$ cat src/verilog/hbr_pkg.sv
// Constants shared by the receive clock-enable and host bus block.
// Operation
// - Receive data and control outputs are launched from the single reference clock.
// - The block drives a receive clock-enable source output paced by the rate.
// - Enable is always high at 1 Gbps, 1-in-10 at 100 Mbps, 1-in-100 at 10 Mbps.
// - A new receive word is launched only on edges where the enable sink is high.
// - Host bus transfers are sampled and driven on the block clock.
// - Host gives 6-bit address and 8-bit write data; block returns 8-bit read data.
// - On a write, ready goes low only after the data is stored.
// - On a read, ready goes low only once valid data sits on the read bus.
package hbr_pkg;
	localparam int CLK_MHZ  = 250;
	localparam int ADDR_W   = 6;
	localparam int DATA_W   = 8;
	localparam int WORD_W   = DATA_W + 2;
	localparam int CNT_W    = 7;
	localparam int DIV_1G   = 1;
	localparam int DIV_100M = 10;
	localparam int DIV_10M  = 100;
	localparam logic [CNT_W-1:0] CNT_ZERO = 7'h00;
	localparam logic [CNT_W-1:0] CNT_ONE  = 7'h01;
	localparam logic [DATA_W-1:0] REG_RST = 8'h00;
	localparam int BIT_DV = DATA_W;
	localparam int BIT_ER = DATA_W + 1;

	typedef enum logic [1:0] {
		HBR_RATE_10M  = 2'b00,
		HBR_RATE_100M = 2'b01,
		HBR_RATE_1G   = 2'b10
	} hbr_rate_t;

	typedef enum logic [0:0] {
		HBR_HOST_IDLE = 1'b0,
		HBR_HOST_DONE = 1'b1
	} hbr_host_state_t;
endpackage : hbr_pkg

$ cat src/verilog/hbr_top.sv
// Receive clock-enable generator, paced receive output and 8-bit host management bus.
`timescale 1ns/10ps
`default_nettype none
module hbr_top (
	input  wire logic                         clk_i,
	input  wire logic                         sys_rst_i,
	input  wire hbr_pkg::hbr_rate_t           rate_i,
	output logic                              out_ce_source_o,
	input  wire logic                         out_ce_sink_i,
	input  wire logic                         rx_valid_i,
	output logic                              rx_ready_o,
	input  wire logic [hbr_pkg::DATA_W-1:0]   rx_data_i,
	input  wire logic                         rx_dv_i,
	input  wire logic                         rx_er_i,
	output logic      [hbr_pkg::DATA_W-1:0]   gmii_rxd_o,
	output logic                              gmii_rx_dv_o,
	output logic                              gmii_rx_er_o,
	input  wire logic                         host_cs_n_i,
	input  wire logic                         host_write_n_i,
	input  wire logic [hbr_pkg::ADDR_W-1:0]   host_addr_i,
	input  wire logic [hbr_pkg::DATA_W-1:0]   host_wdata_i,
	output logic      [hbr_pkg::DATA_W-1:0]   host_rdata_o,
	output logic                              host_ready_n_o
);
	import hbr_pkg::*;

	localparam int REGS = 1 << ADDR_W;

	// Clock-enable divider.
	logic [CNT_W-1:0] ce_cnt_reg;
	logic [CNT_W-1:0] ce_cnt_next;
	logic [CNT_W-1:0] ce_div;
	logic             ce_reg;
	logic             ce_next;

	always_comb begin
		case (rate_i)
			HBR_RATE_1G:   ce_div = CNT_W'(DIV_1G);
			HBR_RATE_100M: ce_div = CNT_W'(DIV_100M);
			HBR_RATE_10M:  ce_div = CNT_W'(DIV_10M);
			default:       ce_div = CNT_W'(DIV_1G);
		endcase
		// A rate change that leaves the count past the new period restarts it.
		if (ce_cnt_reg + CNT_ONE >= ce_div) begin
			ce_cnt_next = CNT_ZERO;
		end else begin
			ce_cnt_next = ce_cnt_reg + CNT_ONE;
		end
		ce_next = (ce_cnt_next == CNT_ZERO);
	end

	always_ff @(posedge clk_i or posedge sys_rst_i) begin
		if (sys_rst_i) begin
			ce_cnt_reg <= CNT_ZERO;
			ce_reg     <= 1'b0;
		end else begin
			ce_cnt_reg <= ce_cnt_next;
			ce_reg     <= ce_next;
		end
	end

	assign out_ce_source_o = ce_reg;

	// Receive path: buffer, then launch on the enable sink.
	logic              buf_valid;
	logic [WORD_W-1:0] buf_data;
	logic [WORD_W-1:0] out_word_reg;
	logic [WORD_W-1:0] out_word_next;

	hbr_buf2 #(
		.WIDTH(WORD_W)
	) u_buf (
		.clk_i      (clk_i),
		.sys_rst_i  (sys_rst_i),
		.in_valid_i (rx_valid_i),
		.in_ready_o (rx_ready_o),
		.in_data_i  ({rx_er_i, rx_dv_i, rx_data_i}),
		.out_valid_o(buf_valid),
		.out_ready_i(out_ce_sink_i),
		.out_data_o (buf_data)
	);

	always_comb begin
		out_word_next = out_word_reg;
		// An enabled edge with nothing buffered launches an idle word.
		if (out_ce_sink_i) begin
			out_word_next = buf_valid ? buf_data : '0;
		end
	end

	always_ff @(posedge clk_i or posedge sys_rst_i) begin
		if (sys_rst_i) begin
			out_word_reg <= '0;
		end else begin
			out_word_reg <= out_word_next;
		end
	end

	assign gmii_rxd_o   = out_word_reg[DATA_W-1:0];
	assign gmii_rx_dv_o = out_word_reg[BIT_DV];
	assign gmii_rx_er_o = out_word_reg[BIT_ER];

	// Host management bus and its register store.
	logic [DATA_W-1:0] regs_mem [REGS];
	hbr_host_state_t   host_st_reg;
	hbr_host_state_t   host_st_next;
	logic [DATA_W-1:0] rdata_reg;
	logic [DATA_W-1:0] rdata_next;
	logic              ready_n_reg;
	logic              ready_n_next;
	logic              wr_en;

	always_comb begin
		host_st_next = host_st_reg;
		rdata_next   = rdata_reg;
		ready_n_next = ready_n_reg;
		wr_en        = 1'b0;
		case (host_st_reg)
			HBR_HOST_IDLE: begin
				if (!host_cs_n_i) begin
					if (!host_write_n_i) begin
						wr_en = 1'b1;
					end else begin
						rdata_next = regs_mem[host_addr_i];
					end
					ready_n_next = 1'b0;
					host_st_next = HBR_HOST_DONE;
				end
			end
			HBR_HOST_DONE: begin
				// Ready is held until chip select is released.
				if (host_cs_n_i) begin
					ready_n_next = 1'b1;
					host_st_next = HBR_HOST_IDLE;
				end
			end
			default: begin
				ready_n_next = 1'b1;
				host_st_next = HBR_HOST_IDLE;
			end
		endcase
	end

	always_ff @(posedge clk_i or posedge sys_rst_i) begin
		if (sys_rst_i) begin
			host_st_reg <= HBR_HOST_IDLE;
			rdata_reg   <= REG_RST;
			ready_n_reg <= 1'b1;
		end else begin
			host_st_reg <= host_st_next;
			rdata_reg   <= rdata_next;
			ready_n_reg <= ready_n_next;
		end
	end

	always_ff @(posedge clk_i or posedge sys_rst_i) begin
		if (sys_rst_i) begin
			for (int i = 0; i < REGS; i++) begin
				regs_mem[i] <= REG_RST;
			end
		end else if (wr_en) begin
			regs_mem[host_addr_i] <= host_wdata_i;
		end
	end

	assign host_rdata_o   = rdata_reg;
	assign host_ready_n_o = ready_n_reg;
endmodule : hbr_top
`default_nettype wire

$ cat src/verilog/hbr_buf2.sv
// Two-entry valid/ready buffer in the receive data path.
`timescale 1ns/10ps
`default_nettype none
module hbr_buf2 #(
	parameter int WIDTH = 10
) (
	input  wire logic             clk_i,
	input  wire logic             sys_rst_i,
	input  wire logic             in_valid_i,
	output logic                  in_ready_o,
	input  wire logic [WIDTH-1:0] in_data_i,
	output logic                  out_valid_o,
	input  wire logic             out_ready_i,
	output logic      [WIDTH-1:0] out_data_o
);
	logic [WIDTH-1:0] mem_reg [2];
	logic [WIDTH-1:0] mem_next [2];
	logic             rd_ptr_reg;
	logic             rd_ptr_next;
	logic             wr_ptr_reg;
	logic             wr_ptr_next;
	logic [1:0]       count_reg;
	logic [1:0]       count_next;
	logic             push;
	logic             pop;

	assign in_ready_o  = (count_reg != 2'h2);
	assign out_valid_o = (count_reg != 2'h0);
	assign out_data_o  = mem_reg[rd_ptr_reg];
	assign push        = in_valid_i && in_ready_o;
	assign pop         = out_valid_o && out_ready_i;

	always_comb begin
		mem_next[0] = mem_reg[0];
		mem_next[1] = mem_reg[1];
		if (push) begin
			mem_next[wr_ptr_reg] = in_data_i;
		end
		wr_ptr_next = push ? ~wr_ptr_reg : wr_ptr_reg;
		rd_ptr_next = pop ? ~rd_ptr_reg : rd_ptr_reg;
		count_next  = count_reg;
		if (push && !pop) begin
			count_next = count_reg + 2'h1;
		end else if (pop && !push) begin
			count_next = count_reg - 2'h1;
		end
	end

	always_ff @(posedge clk_i or posedge sys_rst_i) begin
		if (sys_rst_i) begin
			mem_reg[0] <= '0;
			mem_reg[1] <= '0;
			rd_ptr_reg <= 1'b0;
			wr_ptr_reg <= 1'b0;
			count_reg  <= 2'h0;
		end else begin
			mem_reg[0] <= mem_next[0];
			mem_reg[1] <= mem_next[1];
			rd_ptr_reg <= rd_ptr_next;
			wr_ptr_reg <= wr_ptr_next;
			count_reg  <= count_next;
		end
	end
endmodule : hbr_buf2
`default_nettype wire

$ cat config.mk
export PLATFORM = sky130hd
export DESIGN_NAME = hbr_top
export DESIGN_NICKNAME = d
export VERILOG_FILES = /design/src/verilog/hbr_pkg.sv /design/src/verilog/hbr_top.sv /design/src/verilog/hbr_buf2.sv
export SDC_FILE = /design/constraint.sdc
export NUM_CORES = 1
export LEC_CHECK = 0
export CORE_MARGIN = 3
export CORE_UTILIZATION = 47
export CTS_CLUSTER_DIAMETER = 100
export DETAILED_ROUTE_END_ITERATION = 7
export DONT_BUFFER_PORTS = 1
export GPL_ROUTABILITY_DRIVEN = 1
export GPL_TIMING_DRIVEN = 0
export PLACE_DENSITY = 0.76
export RECOVER_POWER = 25
export SETUP_SLACK_MARGIN = 0.1
export SLEW_MARGIN = 20
export SYNTH_ARGS = -nofsm -noshare
export SYNTH_HDL_FRONTEND = slang
export SYNTH_SLANG_ARGS = --single-unit
$ cat constraint.sdc
create_clock -name clk_i -period 18.6 [get_ports clk_i]
set_clock_uncertainty 0.05 [all_clocks]
set_input_delay 1.86 -clock clk_i [delete_from_list [all_inputs] [get_ports clk_i]]
set_output_delay 1.86 -clock clk_i [all_outputs]
set_load 0.01 [all_outputs]
Word-level counts from Yosys, hierarchy flattened
Cells that the tools add are included.

Bits in registers: 564. Bits in latches: 0. Bits in writable memories: 0. Memory bits (read-only): 0. Input port bits: 32. Output and inout port bits: 21. Word-level logic and storage cells: 133. Memories kept: 0.

$add $sub $neg: 3. Multipliers: 0. Div/mod/pow operators: 0. $lt $le $gt $ge: 6. Eq/ne operators: 4. Shift operators: 0. Mux-type cells: 24. Bitwise logic cells: 7. Reduce and logical (&&, ||, !) cells: 14.

Operators with widths (number): bitwise mux 512 bit (1); 2-to-1 mux 10 bit (5); binary-select mux 8 bit (select 6 bit) (1); demux 8 bit (select 6 bit) (1); 2-to-1 mux 8 bit (3); bitwise mux 20 bit (1); case mux 7 bit (2 select lines) (1); demux 10 bit (select 1 bit) (1); adder 7 x 1 -> 7 bit, second input constant (1); >= comparator 7 bit (1); >= comparator 7 bit, second input constant (1); logical NOT 7 bit (1); less-than comparator 7 x 1 -> 1 bit, second input constant (1); 2-to-1 mux 7 bit (1); inverter 6 -> 7 bit (1); logical AND 1 bit (6); 2-to-1 mux 1 bit (6); != test 2 bit, second input constant (3); >= comparator 2 bit, second input constant (2); 2-to-1 mux 2 bit (2); inverter 1 bit (4); inverter 1 -> 2 bit (2); nonzero test 2 bit (2); AND reduction 3 bit (1); 8 further kinds (9).

Longest topological paths before layout
Depth in word-level cells: 6. Depth in mapped cells: 11. Gate-level depth less buffers: 7.

Hierarchy
Synthesis repeated with hierarchy kept, for this count alone.

Cells, all modules: 1739. Area, all modules: 25758.5 um2.

Modules (own cells, without submodules): hbr_top (times used 1, cells an instance 1668, area each 24637.4 um2, sequential area each 13514.2 um2); hbr_buf2 (times used 1, cells an instance 71, area each 1121.1 um2, sequential area each 600.6 um2).

Worst setup path before layout
Ideal clock, no wire load.

Path kind: input-to-reg. Start: in host_addr_i[2] (netlist bit). End: reg rdata_reg[2] (netlist: host_rdata_o[2]). Library setup time: 0.134 ns. Arrival: 3.481 ns. Required time: 18.416 ns. Path slack: 14.935 ns. Cell stages on the path: 7. Path buffers: 3. Cell sequence: buf_2 > buf_4 > clkbuf_1 > mux4_2 > a32o_1 > a2111oi_0 > a21oi_1.

Word-level cells in the longest chain between the ends: 4.

Ends and longest elaborated chain: start: declaration (line hbr_top.sv:20) `input wire logic [hbr_pkg::ADDR_W-1:0] host_addr_i,`; inverter 6 -> 7 bit (not written as such) (line hbr_top.sv:124) `rdata_next = regs_mem[host_addr_i];`; binary-select mux 8 bit (select 6 bit) (line hbr_top.sv:124); 2-to-1 mux 8 bit (not written as such) (2 in series) (line hbr_top.sv:124); end signal: assignment (line hbr_top.sv:151) `rdata_reg <= rdata_next;`; end: declaration (line hbr_top.sv:107) `logic [DATA_W-1:0] rdata_reg;`.

No other way between the ends. The select of a mux whose other input is x is not followed. A chain may end at the register's enable or synchronous reset.

==> results.cfg <==
[global_route]
antenna_found_initial = 2
grt_max_degree = 113
grt_use_total_pct = 24.10
grt_pass1_wl_um = 103700
grt-ovfl-total = 0
grt_pass1_vias = 16684
use_met1_pct = 31.47
grt_busiest_layer = met2
use_met3_pct = 6.125
grtUsageMet2_pct = 39.49

[synth]
yosys-top-cells-count = 563 x dfrtp_1, 534 x mux2_2, 108 x mux2i_1
synth.most_common_cell = dfrtp_1
ys.flop_type = dfrtp_1
yosysWarnings = 0
yosys.area.top_type = dfrtp_1
synth_area_leaders = dfrtp_1 55%, mux2_2 23%, mux4_2 6.9%, mux2i_1 4.2%, a22oi_1 1.5%
ys_ff_latch = 564
synth_top_area_share_pct = 54.51
synth.avg_cell_area_um2 = 14.83
synth-edff-count = 0
async_reset_ff_share_pct = 100.0
syn_inst = 1743
syn_area_mm2 = 0.02584
syn-num-nets = 1783
synth_cell_types = 55
seq_area_frac_synth_pct = 54.61

[power]
switching_share_pct = 24.92
power_switching_uw = 730.6
power_density_mw_per_mm2 = 101.9
p_clk_share_pct = 41.0
power.internal_mw = 2.201
power_mw = 2.932
pwr-share-seq_pct = 47.5
p_leak_nw = 13.94
p_comb_share_pct = 11.5
ir_drop_v = 0.00008233

[critical_path]
r2r-end = regs_mem[479]
cp_data_arrival_time_ns = 7.28
slowest_stage = clkbuf_1
worstReg2RegStart = host_st_reg
endpoint_kind = async pin
crit_chain = clkinvlp_2 -> clkbuf_1
crit_path_max_incr_delay_ns = 3.88
required_ns = 17.96
rr_worst_depth = 6
timing.critical_path.max_delay_family = buffers and inverters
startpoint_type = input port
worst-path-buf-inv = 2
path_class = in -> async
regToRegSetupSlack_ns = 15.66
path_max_fanout = 101

[floorplan]
initial_core_util_pct = 47.74
die_y_um = 240.5
rows = 85
core_mm2 = 0.05413
io_pins = 53
dieWidth_um = 240.5
die-area_mm2 = 0.05784

[cts]
clk_pin_slew_ns = 0.06
cts_setup_buffers = 0
cts_buffers = 56
clk_latency_ns = 0.61
clockBufferDepth = 3
htreeDepth = 2
holdBufCountCts = 0
root_buffer = clkbuf_16
cts_tree = done
cts_resized = 0
cts_sinks = 564

[timing]
max_slew.worst_pin.slew_ns = 5.431
fmax_mhz = 126.2
slew_violations = 258
post-route-min-period_ns = 7.924
maxSlewHeadroom_pct = -262.1
finalSetupViolCount = 0
tns_ns = 0
worst_slack_ns = 10.68
rsz0062_at_grt = no
hold_viol_final = 0
fin_crit_sh_pct = 42.60

[cells_and_area]
layout.nets = 1846
postLayoutCellArea_mm2 = 0.02878
stdcell_count = 2548
nFillCells = 4295
diodes = 0
drive_above_1_share_pct = 44.17
largest_reg_flops = 512
area_growth_pct = 11.36

[outcome]
failed_checks = capacitance limit, slew limit
status = finished with violations

[place]
gp_congestion = 0.9275
io_buffers = 0
dp_slack_ns = 13.86
placed_area_mm2 = 0.02687
dp.cells = 2444
dp_hpwl_um = 46830

[drt]
routedWlPerCell_um = 26.90
drc_errors = 0
firstDrtPassIters = 5
vias = 15808
drt_iter0_markers = 1441
route.detailed.vias_per_inst = 6.204
ant_nets = 0
wl_um = 68540

[flow_run]
cap_violations = 3

[min_path]
hp-start = regs_mem[186]
hold_depth = 1
hold_path.class = reg -> reg
whs_endpoint = regs_mem[186]
[cell usage in the layout, fill, tap and decap left out, types with 10 or more instances in the layout]
master and instances:
clkinv_2 11, nand2b_1 12, inv_1 15, nand2_2 57, nand3_1 26, clkbuf_16 58
clkbuf_8 13, buf_2 18, buf_4 12, mux2i_1 108, mux2_2 534, nand2_1 24
a22oi_1 53, buf_1 18, dfrtp_1 563, nor2_1 18, o22ai_1 10, mux4_2 79
nand4_1 10, clkbuf_1 81, a21oi_1 16
[power by group through the flow]
stage	clock (mW)	sequential [mW]	combinational, mW
3_5_place_dp	0	1.41	0.337
5_1_grt	1.26	1.40	0.366
6_report	1.20	1.39	0.336
2_1_floorplan	0	1.39	0.254
4_1_cts	1.22	1.39	0.339
3_3_place_gp	0	1.41	0.321
[through the flow]
| stage | hold WS [ns] | util [%] |
|---|---|---|
| 2_1_floorplan | 0.4065 | - |
| 3_3_place_gp | 0.4190 | 49.35 |
| 3_5_place_dp | 0.4304 | 49.63 |
| 4_1_cts | 0.4437 | 53.26 |
| 5_1_grt | 0.4572 | 53.17 |
| 6_report | 0.4384 | 53.17 |
[layer usage]
layer | routed length (µm) | share of wire [%] | vias to the layer above
li1 | - | - | 6585
met1 | 27310 | 40 | 8441
met2 | 33300 | 49 | 606
met3 | 5429 | 7.9 | 174
met4 | 2476 | 3.6 | 2
met5 | 17 | 0.025 | -
[cells by family after synthesis]
family	share of synthesized area (%)
compound gates	3.268
xor+xnor	0.3389
fa+ha+maj	0.4260
buf+inv	2.595
flops	54.61
mux	34.99
simple gates	3.771
[area by class of cell]
cell class / count / area (µm²) / area share (%)
sequential: 564 / 14110 / 49.04
multi-input combinational: 1040 / 11060 / 38.44
clock buffer: 84 / 1679 / 5.834
tap: 696 / 870.8 / 3.026
buffer: 122 / 606.8 / 2.109
clock inverter: 20 / 289.0 / 1.004
timing repair buffer: 5 / 90.09 / 0.3130
inverter: 17 / 65.06 / 0.2261
[worst max path at each step]
| stage | cells after the start | startpoint | slack, ns | end |
|---|---|---|---|---|
| floorplan | 1 | sys_rst_i | 0.92 | ce_cnt_reg[0] |
| global placement | 1 | sys_rst_i | -3.79 | regs_mem[155] |
| detailed placement | 9 | host_addr_i[2] | 13.86 | host_rdata_o[2] |
| CTS | 9 | host_addr_i[2] | 14.47 | host_rdata_o[2] |
| global route | 2 | sys_rst_i | 9.37 | regs_mem[191] |
| finish | 2 | sys_rst_i | 10.68 | regs_mem[179] |
Note: power is estimated with default switching activity, not from simulation.
